==> src/verilog/iatc_defines.svh <==
// Constants for the image acquisition trigger control block
// Assumes inclusion by bare name; definitions only
`ifndef IATC_DEFINES_SVH
`define IATC_DEFINES_SVH
`define IATC_ADDR_W       4
`define IATC_DATA_W       32
`define IATC_REG_CTRL     4'h0
`define IATC_REG_CMD      4'h1
`define IATC_REG_TRIG     4'h2
`define IATC_REG_FCOUNT   4'h3
`define IATC_REG_EXPO     4'h4
`define IATC_REG_PERIOD   4'h5
`define IATC_REG_STATUS   4'h6
`define IATC_CTRL_SCHEME  0
`define IATC_CTRL_CONT    1
`define IATC_CTRL_PULSEW  2
`define IATC_CMD_ARM      0
`define IATC_CMD_DISARM   1
`define IATC_CMD_SWTRIG   2
`define IATC_TRIG_TARGET  0
`define IATC_TRIG_ON      1
`define IATC_TRIG_LINE    2
`define IATC_TRIG_RISE    3
`define IATC_FCOUNT_RST   32'h0000_0001
`define IATC_EXPO_RST     32'h0000_0028
`define IATC_PERIOD_RST   32'h0000_1000
`define IATC_READOUT_CYC  32'h0000_0010
`endif

==> src/verilog/iatc_pkg.sv <==
// Types for the image acquisition trigger control block
// Assumes iatc_defines.svh on the include path
`default_nettype none
package iatc_pkg;
   typedef enum logic [2:0] {
      IATC_IDLE, IATC_WAIT_ARM, IATC_WAIT_FRAME, IATC_EXPOSE, IATC_READOUT
   } iatc_state_type;
   typedef struct packed {
      logic       target;
      logic       mode_on;
      logic       from_line;
      logic       rising;
   } iatc_trig_cfg_type;
endpackage
`default_nettype wire

==> src/verilog/iatc_core.sv <==
// Acquisition sequencer: arm/disarm, run policy, arming and frame triggers,
// exposure timing by preset or by pulse width. Register port on clk_sys;
// line 1 is asynchronous and synchronised here.
//
// Implementation choices: the strobed register port and the placing of the registers.
`timescale 1ns/100ps
`default_nettype none
`include "iatc_defines.svh"
module iatc_core
   import iatc_pkg::*;
(
   input  wire logic                    clk_sys,
   input  wire logic                    sys_rst,
   input  wire logic [`IATC_ADDR_W-1:0] reg_addr,
   input  wire logic [`IATC_DATA_W-1:0] reg_wdata,
   input  wire logic                    reg_wr,
   input  wire logic                    reg_rd,
   output logic      [`IATC_DATA_W-1:0] reg_rdata,
   input  wire logic                    line1_in,
   output logic                         exposure_active,
   output logic                         frame_start
);
   ////////////////////////////////////////////////////////////////////////
   // Configuration
   logic                    scheme_current;
   logic                    run_cont;
   logic                    pulse_width_expo;
   logic                    target_frame;
   iatc_trig_cfg_type       arm_cfg;
   iatc_trig_cfg_type       frm_cfg;
   logic [`IATC_DATA_W-1:0] frames_per_arm;
   logic [`IATC_DATA_W-1:0] expo_cycles;
   logic [`IATC_DATA_W-1:0] period_cycles;
   logic                    wr_ctrl;
   logic                    wr_cmd;
   logic                    wr_trig;
   assign wr_ctrl = reg_wr && reg_addr == `IATC_REG_CTRL;
   assign wr_cmd  = reg_wr && reg_addr == `IATC_REG_CMD;
   assign wr_trig = reg_wr && reg_addr == `IATC_REG_TRIG;

   always_ff @(posedge clk_sys or posedge sys_rst) begin
      if (sys_rst) begin
         scheme_current   <= 1'b0;
         run_cont         <= 1'b0;
         pulse_width_expo <= 1'b0;
         frames_per_arm   <= `IATC_FCOUNT_RST;
         expo_cycles      <= `IATC_EXPO_RST;
         period_cycles    <= `IATC_PERIOD_RST;
      end else if (reg_wr) begin
         if (wr_ctrl) begin
            scheme_current   <= reg_wdata[`IATC_CTRL_SCHEME];
            run_cont         <= reg_wdata[`IATC_CTRL_CONT];
            pulse_width_expo <= reg_wdata[`IATC_CTRL_PULSEW];
         end
         if (reg_addr == `IATC_REG_FCOUNT)
            frames_per_arm <= reg_wdata;
         if (reg_addr == `IATC_REG_EXPO)
            expo_cycles <= reg_wdata;
         if (reg_addr == `IATC_REG_PERIOD)
            period_cycles <= reg_wdata;
      end
   end

   always_ff @(posedge clk_sys or posedge sys_rst) begin
      if (sys_rst) begin
         target_frame <= 1'b1;
         arm_cfg      <= '0;
         frm_cfg      <= '0;
      end else if (wr_trig) begin
         target_frame <= reg_wdata[`IATC_TRIG_TARGET];
         if (reg_wdata[`IATC_TRIG_TARGET]) begin
            frm_cfg.mode_on   <= reg_wdata[`IATC_TRIG_ON];
            frm_cfg.from_line <= reg_wdata[`IATC_TRIG_LINE];
            frm_cfg.rising    <= reg_wdata[`IATC_TRIG_RISE];
         end else begin
            arm_cfg.mode_on   <= reg_wdata[`IATC_TRIG_ON];
            arm_cfg.from_line <= reg_wdata[`IATC_TRIG_LINE];
            arm_cfg.rising    <= reg_wdata[`IATC_TRIG_RISE];
         end
      end
   end

   ////////////////////////////////////////////////////////////////////////
   // Line 1 synchroniser and edges
   logic line_meta;
   logic line_sync;
   logic line_prev;
   always_ff @(posedge clk_sys or posedge sys_rst) begin
      if (sys_rst) begin
         line_meta <= 1'b0;
         line_sync <= 1'b0;
         line_prev <= 1'b0;
      end else begin
         line_meta <= line1_in;
         line_sync <= line_meta;
         line_prev <= line_sync;
      end
   end
   logic line_rise;
   logic line_fall;
   assign line_rise = line_sync && !line_prev;
   assign line_fall = !line_sync && line_prev;

   ////////////////////////////////////////////////////////////////////////
   // Trigger events
   logic sw_pulse;
   logic sw_arm;
   logic sw_frame;
   logic hw_arm;
   logic hw_frame;
   logic hw_frame_end;
   logic int_frame;
   logic arm_stage;
   logic arm_evt;
   logic frame_evt;
   logic frame_from_line;
   assign sw_pulse     = wr_cmd && reg_wdata[`IATC_CMD_SWTRIG];
   assign sw_arm       = sw_pulse && !target_frame;
   assign sw_frame     = sw_pulse && target_frame;
   assign hw_arm       = arm_cfg.rising ? line_rise : line_fall;
   assign hw_frame     = frm_cfg.rising ? line_rise : line_fall;
   assign hw_frame_end = frm_cfg.rising ? line_fall : line_rise;
   assign arm_stage    = scheme_current && arm_cfg.mode_on;
   assign arm_evt      = arm_cfg.from_line ? hw_arm : sw_arm;
   assign frame_from_line = frm_cfg.mode_on && frm_cfg.from_line;
   always_comb begin
      if (!frm_cfg.mode_on)
         frame_evt = int_frame;
      else if (frm_cfg.from_line)
         frame_evt = hw_frame;
      else
         frame_evt = sw_frame;
   end

   logic [`IATC_DATA_W-1:0] period_cnt;
   always_ff @(posedge clk_sys or posedge sys_rst) begin
      if (sys_rst)
         period_cnt <= '0;
      else if (period_cnt + 32'h1 >= period_cycles)
         period_cnt <= '0;
      else
         period_cnt <= period_cnt + 32'h1;
   end
   assign int_frame = period_cnt == '0;

   ////////////////////////////////////////////////////////////////////////
   // Sequencer
   iatc_state_type          state;
   logic                    armed;
   logic                    stop_pending;
   logic [`IATC_DATA_W-1:0] frame_cnt;
   logic [`IATC_DATA_W-1:0] phase_cnt;
   logic                    use_width;
   logic                    cmd_arm;
   logic                    cmd_disarm;
   logic                    accept;
   logic                    frame_done;
   logic                    busy;
   assign cmd_arm    = wr_cmd && reg_wdata[`IATC_CMD_ARM];
   assign cmd_disarm = wr_cmd && reg_wdata[`IATC_CMD_DISARM];
   assign busy       = state == IATC_EXPOSE || state == IATC_READOUT;
   assign accept     = state == IATC_WAIT_FRAME && frame_evt && !cmd_disarm;
   assign frame_done = state == IATC_READOUT && phase_cnt + 32'h1 >= `IATC_READOUT_CYC;

   always_ff @(posedge clk_sys or posedge sys_rst) begin
      if (sys_rst) begin
         state        <= IATC_IDLE;
         armed        <= 1'b0;
         stop_pending <= 1'b0;
         frame_cnt    <= '0;
         phase_cnt    <= '0;
         use_width    <= 1'b0;
      end else begin
         if (cmd_disarm && busy)
            stop_pending <= 1'b1;
         unique case (state)
            IATC_IDLE: begin
               if (cmd_arm) begin
                  armed     <= 1'b1;
                  frame_cnt <= '0;
                  state     <= arm_stage ? IATC_WAIT_ARM : IATC_WAIT_FRAME;
               end
            end
            IATC_WAIT_ARM: begin
               if (cmd_disarm) begin
                  armed <= 1'b0;
                  state <= IATC_IDLE;
               end else if (arm_evt) begin
                  frame_cnt <= '0;
                  state     <= IATC_WAIT_FRAME;
               end
            end
            IATC_WAIT_FRAME: begin
               if (cmd_disarm) begin
                  armed <= 1'b0;
                  state <= IATC_IDLE;
               end else if (accept) begin
                  frame_cnt <= frame_cnt + 32'h1;
                  phase_cnt <= '0;
                  use_width <= frame_from_line && pulse_width_expo;
                  state     <= IATC_EXPOSE;
               end
            end
            IATC_EXPOSE: begin
               phase_cnt <= phase_cnt + 32'h1;
               if (use_width ? hw_frame_end : phase_cnt + 32'h1 >= expo_cycles) begin
                  phase_cnt <= '0;
                  state     <= IATC_READOUT;
               end
            end
            IATC_READOUT: begin
               phase_cnt <= phase_cnt + 32'h1;
               if (frame_done) begin
                  stop_pending <= 1'b0;
                  if (stop_pending || cmd_disarm || !run_cont) begin
                     armed <= 1'b0;
                     state <= IATC_IDLE;
                  end else if (arm_stage && frame_cnt >= frames_per_arm) begin
                     state <= IATC_WAIT_ARM;
                  end else begin
                     state <= IATC_WAIT_FRAME;
                  end
               end
            end
         endcase
      end
   end

   always_ff @(posedge clk_sys or posedge sys_rst) begin
      if (sys_rst) begin
         exposure_active <= 1'b0;
         frame_start     <= 1'b0;
      end else begin
         frame_start     <= accept;
         exposure_active <= accept || (state == IATC_EXPOSE &&
                            !(use_width ? hw_frame_end : phase_cnt + 32'h1 >= expo_cycles));
      end
   end

   ////////////////////////////////////////////////////////////////////////
   // Register read
   always_ff @(posedge clk_sys or posedge sys_rst) begin
      if (sys_rst)
         reg_rdata <= '0;
      else if (reg_rd) begin
         unique case (reg_addr)
            `IATC_REG_CTRL:   reg_rdata <= {29'h0, pulse_width_expo, run_cont, scheme_current};
            `IATC_REG_TRIG:   reg_rdata <= target_frame ?
                              {28'h0, frm_cfg.rising, frm_cfg.from_line, frm_cfg.mode_on, 1'b1} :
                              {28'h0, arm_cfg.rising, arm_cfg.from_line, arm_cfg.mode_on, 1'b0};
            `IATC_REG_FCOUNT: reg_rdata <= frames_per_arm;
            `IATC_REG_EXPO:   reg_rdata <= expo_cycles;
            `IATC_REG_PERIOD: reg_rdata <= period_cycles;
            `IATC_REG_STATUS: reg_rdata <= {frame_cnt[23:0], 3'h0, stop_pending, armed, state};
            default:          reg_rdata <= '0;
         endcase
      end else
         reg_rdata <= '0;
   end
endmodule
`default_nettype wire

==> config.mk <==
export PLATFORM = sky130hd
export DESIGN_NAME = iatc_core
export DESIGN_NICKNAME = d
export VERILOG_FILES = /design/src/verilog/iatc_pkg.sv /design/src/verilog/iatc_core.sv
export VERILOG_INCLUDE_DIRS = /design/src /design/src/verilog
export SDC_FILE = /design/constraint.sdc
export NUM_CORES = 1
export LEC_CHECK = 0
export BUFFER_PORTS_ARGS = -buffer_cell sky130_fd_sc_hd__buf_2
export CAP_MARGIN = 5
export CORE_UTILIZATION = 67
export DETAILED_ROUTE_END_ITERATION = 16
export PLACE_DENSITY_LB_ADDON = 0.08
export SLEW_MARGIN = 10
export SYNTH_ARGS = -nofsm -noshare
export SYNTH_HDL_FRONTEND = slang
export SYNTH_SLANG_ARGS = --single-unit
==> constraint.sdc <==
create_clock -name clk_sys -period 14.2 [get_ports clk_sys]
set_input_delay 2.84 -clock clk_sys [delete_from_list [all_inputs] [get_ports clk_sys]]
set_output_delay 2.84 -clock clk_sys [all_outputs]
set_load 0.05 [all_outputs]
==> flow_metrics.tcl, run 1 <==
set metrics [dict create \
    clkTransAtPathRegs_ns 0.06 \
    place_area_um2 14900 \
    clk_latency_ns 0.54 \
    cts_tree "done" \
    yosys.area.top_type "dfrtp_1" \
    clock_path_buffers 3 \
    io_buffers 74 \
    drt.antenna.violating_nets 0 \
    ys_dominant_reg_cell "dfrtp_1" \
    critPathLaunchType "input port" \
    seqPwrFrac 0.403 \
    period_minus_slack_ns 5.33 \
    drt-vias-per-instance 6.41 \
    wl_per_cell_um 20.6 \
    p_sw_frac 0.347 \
    maxCapViolCount 0 \
    synth_top_area_share 0.420 \
    ir_worst_vdd_v 0.000113 \
    drtIter0Drc 1153 \
    rsz0062_at_grt "false" \
    dpl.hpwl_um 25800 \
    grt_first_pass_wirelength_um 58000 \
    crit_arrival_ns 5.73 \
    finalHoldViolations 0 \
    synth-edff-count 0 \
    fin_crit_sh 0.375 \
    grt_max_degree 123 \
    worst-setup-path-type "in2reg" \
    ys_seq_area_frac 0.429 \
    power_density_nw_per_um2 151 \
    drive_gt1_frac 0.181 \
    timing.fmax_mhz 188 \
    min_to "line_sync$_DFF_PP0_" \
    synth_warnings 0 \
    syn_inst 1422 \
    dieWidth_um 148 \
    rrSetupSlack_ns 9.17 \
    power_frac_comb 0.291 \
    htreeDepth 1 \
    cp_cell_sequence "buf_2, nor4b_4, nand4_1, a21boi_1, o21ai_0, a2111oi_2, and2_0, nand4_1, xnor2_1, nor2_1" \
    post-place-ws_ns 8.32 \
    setup_viol 0 \
    avgSynthCellArea_um2 10.1 \
    r2r-start "phase_cnt[5]$_DFFE_PP0P_" \
    grt-ovfl-total 0 \
    areaGrowthSynthToFinish_pct 10.4 \
    antenna_found_initial 0 \
    p_leak_nw 7.64 \
    post_cts_buffers 0 \
    die_area_um2 21900 \
    p_sw_mw 0.826 \
    cts-root-buf "clkbuf_16" \
    p_clk_frac 0.306 \
    cts_sinks 245 \
    first_global_vias 10862 \
    num_rows 53 \
    drt-total-wl_um 36300 \
    outcome "finished clean" \
    start_util 0.683 \
    worst_slack_ns 8.87 \
    slew_viol_final 0 \
    setup_tns_ns 0 \
    synth.area.top_cells "dfrtp_1 42%, ha_1 8.7%, mux2_2 8.7%" \
    diodes 0 \
    critPathMaxFanout 15 \
    finalPower_mw 2.38 \
    yosysMostFrequentCell "dfrtp_1" \
    coreArea_um2 21000 \
    fin_worst_skew_ns 0.0173 \
    holdBufCountCts 0 \
    cts-buffers-inserted 27 \
    syn_nets 1562 \
    grt_usage 0.339 \
    async_flop_share 1.00 \
    placedCellCount 1715 \
    relSlewSlack 0.286 \
    vias 11312 \
    critPathSlowestCell "and2_0" \
    synth.distinct_cells 72 \
    stdcell_count 1764 \
    ys_ff_latch 245 \
    drt-pass1-iter-count 8 \
    die_y_um 148 \
    r2r_end "phase_cnt[22]$_DFFE_PP0P_" \
    final_area_um2 15800 \
    worstHoldPathType "reg2reg" \
    gp_congestion 0.926 \
    p_int_mw 1.55 \
    synth_area_um2 14300 \
    cp.required_ns 14.61 \
    nets 1609 \
    worstSetupEndpointType "flip-flop" \
    ioPinCount 75 \
    min_path_cells 0 \
    hold_path.startpoint "line_meta$_DFF_PP0_" \
    path_common_cell "nand4_1" \
    slowest_delay_ns 0.74 \
    reg2regPathDepth 18 \
    max_slew.worst_pin.slew_ns 1.06 \
    post_cts_resized 0 \
    synthTopCellsByCount "240 x dfrtp_1, 112 x inv_1, 110 x mux2_2" \
    drc 0 \
]
metrics by stage:
stage | utilization | hold WS, ns
5_1_grt | 0.754 | 0.372
2_1_floorplan | - | 0.331
3_3_place_gp | 0.710 | 0.337
6_report | 0.754 | 0.365
4_1_cts | 0.754 | 0.369
3_5_place_dp | 0.710 | 0.347
how the worst max path moves through the flow:
stage / start / end
after floorplan: sys_rst / arm_cfg[0]$_DFFE_PP0P_
after global placement: reg_addr[1] / frame_cnt[10]$_DFFE_PP0P_
after detailed placement: reg_addr[1] / frame_cnt[10]$_DFFE_PP0P_
after CTS: reg_addr[1] / frame_cnt[10]$_DFFE_PP0P_
after global routing: reg_addr[1] / frame_cnt[28]$_DFFE_PP0P_
final: reg_addr[1] / frame_cnt[10]$_DFFE_PP0P_
power by group through the flow:
stage | logic, mW | clock network [mW] | registers (mW)
floorplan | 0.539 | 0 | 0.915
global placement | 0.658 | 0 | 0.961
detailed placement | 0.684 | 0 | 0.965
CTS | 0.692 | 0.735 | 0.955
global route | 0.779 | 0.761 | 0.975
finish | 0.692 | 0.728 | 0.960
cells by family after synthesis:
| kind of cell | after synthesis | share of synthesized area |
|---|---|---|
| simple gates | 455 | 0.169 |
| flops | 245 | 0.429 |
| compound gates | 225 | 0.113 |
| buf+inv | 183 | 0.0498 |
| mux | 121 | 0.0943 |
| fa+ha+maj | 99 | 0.0866 |
| xor+xnor | 94 | 0.0585 |
layout by cell type (no fill, tap or decap), drive strengths merged, types with 6 or more instances in the layout:
master	synthesis	routed
dfrtp	240	240
inv	112	112
mux2	110	110
nand2	107	107
ha	99	99
buf	30	89
nor2	88	88
a21oi	67	67
nand3	57	57
xor2	47	47
xnor2	46	46
nand4	46	46
clkbuf	41	39
nor2b	38	38
a222oi	31	31
o21ai	28	28
a21o	23	23
nor4	23	23
nor3	17	17
a22o	16	16
and4	16	16
and3	14	14
mux2i	11	11
nand2b	9	9
and2	8	8
a211oi	7	7
o211ai	7	7
o21a	6	6
or3	6	6
layout make-up:
type                    count  area, µm²
clock inverters            10        158
clock buffers              39        761
well taps                 275        344
multi-input cells         994       7490
inverters                 112        428
repair buffers             89        483
fillers                  1526       5160
flip-flops and latches    245       6140
critical path: cells and delay by family:
family | cells | cell delay (ns)
and+or+nand+nor | 5 | 1.60
xor gates and xnor gates | 1 | 0.18
buffers and inverters | 1 | 0.17
AOI/OAI and AO/OA | 3 | 0.94
registers in the layout, summed over array words and instances, names as in the netlist, 3 cells and up:
name,count
period_cycles,32
state,3
frames_per_arm,32
frame_cnt,32
reg_rdata,32
expo_cycles,32
period_cnt,32
arm_cfg,3
phase_cnt,32
frm_cfg,3
routing by layer:
layer	wire length [µm]	track usage	up-vias
li1	-	-	5185
met1	15500	0.468	5568
met2	16900	0.543	470
met3	2360	0.0454	89
met4	1570	0.137	0
met5	0	0	-
Power figures use the tool's default switching activity.
==> inputs of run 2 (changes only) <==
--- a/config.mk
+++ b/config.mk
@@ -6,9 +6,10 @@
 export SDC_FILE = /design/constraint.sdc
 export NUM_CORES = 1
 export LEC_CHECK = 0
+export ABC_AREA = 1
 export BUFFER_PORTS_ARGS = -buffer_cell sky130_fd_sc_hd__buf_2
 export CAP_MARGIN = 5
-export CORE_UTILIZATION = 67
+export CORE_UTILIZATION = 62
 export DETAILED_ROUTE_END_ITERATION = 16
 export PLACE_DENSITY_LB_ADDON = 0.08
 export SLEW_MARGIN = 10
==> constraint.sdc (replaced) <==
create_clock -name clk_sys -period 5.4 [get_ports clk_sys]
set_input_delay 1.08 -clock clk_sys [delete_from_list [all_inputs] [get_ports clk_sys]]
set_output_delay 1.08 -clock clk_sys [all_outputs]
set_load 0.05 [all_outputs]
==> flow_metrics.tcl, run 2 <==
set metrics [dict create \
    dpl.hpwl_um 30000 \
    outcome "finished clean" \
    nets 2124 \
    rsz0062_at_grt "false" \
    drc 0 \
    syn_nets 2062 \
    yosysMostFrequentCell "nand2_1" \
    yosys.area.top_type "dfrtp_1" \
    cts-buffers-inserted 28 \
    grt-ovfl-total 0 \
    setup_tns_ns 0 \
    avgSynthCellArea_um2 7.68 \
    place_area_um2 15400 \
    critPathTopFamily "simple AND/OR/NAND/NOR gates" \
    drt-total-wl_um 40700 \
    clock_path_buffers 3 \
    final_cell_mix "456 x nand2_1, 312 x inv_1, 240 x dfrtp_1" \
    ir_worst_vdd_v 0.000290 \
    finalHoldViolations 0 \
    critPathLaunchType "flip-flop" \
    worstHoldPathType "reg2reg" \
    post_cts_buffers 0 \
    slowest_delay_ns 0.42 \
    synth_area_um2 14800 \
    worst_slack_ns 1.25 \
    holdBufCountCts 0 \
    io_buffers 74 \
    grt_max_degree 122 \
    die_area_um2 24400 \
    drt-vias-per-instance 5.67 \
    ys_dominant_reg_cell "dfrtp_1" \
    clkTransAtPathRegs_ns 0.06 \
    setup_viol 0 \
    fillCellCount 1993 \
    diodes 0 \
    clk_latency_ns 0.55 \
    timing.fmax_mhz 241 \
    p_int_mw 3.64 \
    synth-edff-count 0 \
    cp.required_ns 5.84 \
    cts_sinks 245 \
    holdWs_ns 0.348 \
    p_sw_mw 1.91 \
    die_y_um 156 \
    final_area_um2 16400 \
    fin_worst_skew_ns 0.0131 \
    first_global_vias 12740 \
    syn_inst 1922 \
    grt_usage 0.346 \
    post-place-ws_ns 1.36 \
    power_frac_comb 0.246 \
    path_common_cell "nand2_1" \
    synth.distinct_cells 55 \
    synth.area.top_cells "dfrtp_1 41%, nand2_1 12%, ha_1 8.4%" \
    cp_cell_sequence "ha_1, nand2_1, nor2_1, nand2_2, nor2_1, nand3_1, nor3_2, inv_1, nor3_1, nand4_1, nor2_1, nand2_1, nand2_1, inv_1, ha_1, nand2_1, nor2_1, a2111oi_0, nand2_1, nand2_1, nand2_1, buf_4, nor3_1" \
    multiInputGateArea_um2 7230 \
    maxCapViolCount 0 \
    rrSetupSlack_ns 1.25 \
    grt_first_pass_wirelength_um 65500 \
    wl_per_cell_um 17.5 \
    critPathSlowestCell "dfrtp_1" \
    slew_viol_final 0 \
    areaGrowthSynthToFinish_pct 10.9 \
    ys_seq_area_frac 0.416 \
    antenna_found_initial 1 \
    path_buf_inv 3 \
    num_rows 56 \
    coreArea_um2 23400 \
    regArea_um2 6140 \
    critPathMaxFanout 24 \
    synth_warnings 0 \
    drive_gt1_frac 0.0923 \
    final_common_cell "nand2_1" \
    gp_congestion 0.967 \
    ys_ff_latch 245 \
    drtIter0Drc 1280 \
    p_clk_frac 0.355 \
    dieWidth_um 156 \
    start_util 0.630 \
    seqPwrFrac 0.399 \
    drt-pass1-iter-count 5 \
    worst-setup-path-type "reg2reg" \
    crit_arrival_ns 4.59 \
    htreeDepth 1 \
    relSlewSlack 0.190 \
    drt.antenna.violating_nets 0 \
    worstSetupEndpointType "flip-flop" \
    period_minus_slack_ns 4.15 \
    power_density_nw_per_um2 339 \
    max_slew.worst_pin.slew_ns 1.21 \
    p_sw_frac 0.344 \
    fin_crit_sh 0.769 \
    cts_tree "done" \
    p_leak_nw 8.51 \
    async_flop_share 1.00 \
    cts-root-buf "clkbuf_16" \
    ioPinCount 75 \
    post_cts_resized 0 \
    vias 13176 \
    synth_top_area_share 0.407 \
    synthTopCellsByCount "458 x nand2_1, 313 x inv_1, 240 x dfrtp_1" \
]
[run 2: cell count changes in the layout (fill, tap and decap cells not counted), sizes merged, moves of 21 or more]
| cell | delta |
|---|---|
| a222oi | -31 |
| a221oi | +21 |
| nor2 | +121 |
| inv | +206 |
| xnor2 | -36 |
| nor3 | +28 |
| nand2 | +361 |
| mux2 | -110 |
| o21ai | +123 |
| o22ai | +33 |
| nor2b | -38 |
[run 2: worst register-to-register path: stages (launching register included)]
cell and delay (ns):
dfrtp_1 0.42, ha_1 0.20, nand2_1 0.07, nor2_1 0.19
nand2_2 0.12, nor2_1 0.13, nand3_1 0.11, nor3_2 0.16
inv_1 0.09, nor3_1 0.34, nand4_1 0.25, nor2_1 0.19
nand2_1 0.07, nand2_1 0.07, inv_1 0.05, ha_1 0.26
nand2_1 0.09, nor2_1 0.05, a2111oi_0 0.33, nand2_1 0.11
nand2_1 0.07, nand2_1 0.18, buf_4 0.30, nor3_1 0.20
[run 2: worst paths after layout]
kind	end	from	cells past startpoint
min in group asynchronous	line_sync$_DFF_PP0_	sys_rst	2
max in group asynchronous	period_cnt[26]$_DFF_PP0_	sys_rst	3
min reg2reg	line_sync$_DFF_PP0_	line_meta$_DFF_PP0_	0
max reg2reg	period_cnt[4]$_DFF_PP0_	period_cnt[0]$_DFF_PP0_	23
min	line_sync$_DFF_PP0_	line_meta$_DFF_PP0_	0
max	period_cnt[4]$_DFF_PP0_	period_cnt[0]$_DFF_PP0_	23
[run 2: cell type report]
| cell class | instances | area share |
|---|---|---|
| Sequential cell | 245 | 0.375 |
| Clock inverter | 8 | 0.00856 |
| Timing Repair Buffer | 82 | 0.0278 |
| Clock buffer | 42 | 0.0492 |
| Multi-Input combinational cell | 1308 | 0.442 |
| Tap cell | 319 | 0.0244 |
| Inverter | 319 | 0.0734 |
[run 2: cells by family (layout without fill, tap and decap cells)]
family	after synthesis	after routing	synth area share
xor gates and xnor gates	53	53	0.0315
AOI/OAI and AO/OA	303	303	0.121
and+or+nand+nor	853	853	0.251
buffers and inverters	369	451	0.0959
DFF	245	245	0.416
adders and majority gates	99	99	0.0840
[run 2: through the flow]
stage / total power [mW] / utilization / std cells
2_1_floorplan: 3.20 / - / 1922
3_3_place_gp: 3.53 / 0.659 / 2273
3_5_place_dp: 3.58 / 0.659 / 2273
4_1_cts: 5.55 / 0.699 / 2323
5_1_grt: 5.84 / 0.699 / 2323
6_report: 5.54 / 0.699 / 2323
[run 2: routing by layer]
metal | vias to the layer above | wire length, µm | GRT usage
met5 | - | 0 | 0
met1 | 6254 | 17100 | 0.457
li1 | 6367 | - | -
met4 | 0 | 1320 | 0.114
met3 | 74 | 2980 | 0.0523
met2 | 481 | 19400 | 0.582
[run 2: power groups by stage]
stage          Combinational [mW]  Clock (mW)  Sequential [mW]
2_1_floorplan               0.968           0             2.23
3_3_place_gp                 1.30           0             2.23
3_5_place_dp                 1.34           0             2.24
4_1_cts                      1.36        1.98             2.21
5_1_grt                      1.54        2.07             2.24
6_report                     1.36        1.97             2.21
==> inputs of run 3 (changes only) <==
--- a/config.mk
+++ b/config.mk
@@ -9,7 +9,7 @@
 export ABC_AREA = 1
 export BUFFER_PORTS_ARGS = -buffer_cell sky130_fd_sc_hd__buf_2
 export CAP_MARGIN = 5
-export CORE_UTILIZATION = 62
+export CORE_UTILIZATION = 56
 export DETAILED_ROUTE_END_ITERATION = 16
 export PLACE_DENSITY_LB_ADDON = 0.08
 export SLEW_MARGIN = 10
==> constraint.sdc (replaced) <==
create_clock -name clk_sys -period 3.4 [get_ports clk_sys]
set_input_delay 0.68 -clock clk_sys [delete_from_list [all_inputs] [get_ports clk_sys]]
set_output_delay 0.68 -clock clk_sys [all_outputs]
set_load 0.05 [all_outputs]
==> flow_metrics.tcl, run 3 (synthesized netlist as in run 2, its figures left out) <==
set metrics [dict create \
    drc 0 \
    grt_first_pass_wirelength_um 68300 \
    final_util 0.694 \
    p_sw_frac 0.339 \
    io_buffers 74 \
    clk_latency_ns 0.56 \
    cts_tree "done" \
    worstHoldPathType "in2reg" \
    die_y_um 164 \
    coreArea_um2 26000 \
    drive_gt1_frac 0.186 \
    setup_viol 32 \
    clkTransAtPathRegs_ns 0.06 \
    stdcell_count 2432 \
    wl_per_cell_um 18.7 \
    antenna_found_initial 0 \
    holdBufCountCts 0 \
    placedCellCount 2350 \
    cts-root-buf "clkbuf_16" \
    max_slew.worst_pin.slew_ns 1.02 \
    die_area_um2 27000 \
    p_leak_nw 9.18 \
    worst_slack_ns -0.256 \
    drt.antenna.violating_nets 0 \
    cts-buffers-inserted 28 \
    timing.fmax_mhz 274 \
    slowest_delay_ns 0.36 \
    ioPinCount 75 \
    rsz0062_at_grt "true" \
    areaGrowthSynthToFinish_pct 22.2 \
    seqPwrFrac 0.373 \
    ir_worst_vdd_v 0.000481 \
    violations "setup timing" \
    critPathMaxFanout 8 \
    fillCellCount 2145 \
    diodes 0 \
    clock_path_buffers 3 \
    first_global_vias 12941 \
    power_density_nw_per_um2 521 \
    drt-vias-per-instance 5.62 \
    cp.required_ns 3.82 \
    fin_worst_skew_ns 0.0197 \
    start_util 0.568 \
    path_buf_inv 3 \
    drtIter0Drc 1378 \
    drt-total-wl_um 45500 \
    cp_cell_sequence "ha_2, nand2_2, nor2_4, nand2_4, buf_6, nor4_4, nand3_2, nor3_4, nand3_2, nor2_4, nand3_4, nor2_2, xor2_1, inv_1, ha_4, nand4_1, nor3_2, nand2_2, nand2_8, buf_12, nor3_4" \
    critPathTopFamily "simple AND/OR/NAND/NOR gates" \
    p_sw_mw 3.19 \
    outcome "complete, but fails checks" \
    grt_max_degree 136 \
    drt-pass1-iter-count 6 \
    critPathLaunchType "flip-flop" \
    final_common_cell "nand2_1" \
    dpl.hpwl_um 31600 \
    htreeDepth 1 \
    place_area_um2 15900 \
    wl_met1_um 19400 \
    dieWidth_um 164 \
    p_int_mw 6.21 \
    final_area_um2 18000 \
    final_cell_mix "442 x nand2_1, 307 x inv_1, 240 x dfrtp_1" \
    cts_sinks 245 \
    gp_congestion 0.941 \
    grt_usage 0.328 \
    grt-ovfl-total 0 \
    vias 13661 \
    crit_arrival_ns 4.08 \
    finalHoldViolations 0 \
    power_frac_comb 0.253 \
    met2_length_um 22000 \
    routed.top_layer "met4" \
    worstSetupEndpointType "flip-flop" \
    maxCapViolCount 0 \
    relSlewSlack 0.322 \
    nets 2217 \
    p_clk_frac 0.374 \
    worst-setup-path-type "reg2reg" \
    dr_wl_met3_um 2620 \
    fin_crit_sh 1.08 \
    slew_viol_final 0 \
    critPathSlowestCell "dfrtp_1" \
    period_minus_slack_ns 3.66 \
    num_rows 59 \
]
run 3: power by group through the flow:
stage | clock, mW | combinational [mW] | sequential [mW]
6_report | 3.52 | 2.37 | 3.50
5_1_grt | 3.66 | 2.64 | 3.54
4_1_cts | 3.54 | 2.22 | 3.50
3_5_place_dp | 0 | 2.19 | 3.54
3_3_place_gp | 0 | 2.14 | 3.53
2_1_floorplan | 0 | 1.54 | 3.54
run 3: what timing repair did:
item	CTS	global route
resized for setup	54	102
gates cloned	2	3
pin swaps	18	30
endpoints found under the hold margin	0	0
endpoints found under the setup margin	64	68
buffers inserted	13	14
run 3: final cells by class:
cell class	instances	area, µm²	area share
sequential	245	6140	0.341
clock inverter	14	278	0.0154
tap	335	419	0.0233
inverter	319	1200	0.0667
multi-input combinational	1310	7950	0.441
clock buffer	36	792	0.0439
timing repair buffer	173	1240	0.0688
run 3: metrics by stage:
step / hold slack (ns) / TNS (ns) / power, mW / setup WS, ns
after floorplan: 0.331 / -118.48 / 5.08 / -0.494
after global placement: 0.346 / -0.0389 / 5.67 / -0.0121
after detailed placement: 0.346 / -3.82 / 5.73 / -0.130
after CTS: 0.221 / -0.525 / 9.26 / -0.0548
after global routing: 0.219 / -13.37 / 9.84 / -0.436
final: 0.239 / -6.87 / 9.39 / -0.256
run 3: path summary, 6_finish.rpt:
path,start,endpoint,slack (ns),cells past startpoint
min reg2reg,line_meta$_DFF_PP0_,line_sync$_DFF_PP0_,0.36,0
max in group asynchronous,sys_rst,expo_cycles[26]$_DFFE_PP0P_,2.37,3
min,line1_in,line_meta$_DFF_PP0_,0.24,1
max reg2reg,period_cnt[1]$_DFF_PP0_,period_cnt[4]$_DFF_PP0_,-0.26,21
max,period_cnt[1]$_DFF_PP0_,period_cnt[4]$_DFF_PP0_,-0.26,21
min in group asynchronous,sys_rst,line_meta$_DFF_PP0_,0.26,3
run 3: routing by layer:
| layer | vias up | GRT usage |
|---|---|---|
| met4 | 0 | 0.107 |
| met1 | 6505 | 0.445 |
| li1 | 6561 | - |
| met5 | - | 0 |
| met2 | 496 | 0.548 |
| met3 | 99 | 0.0333 |
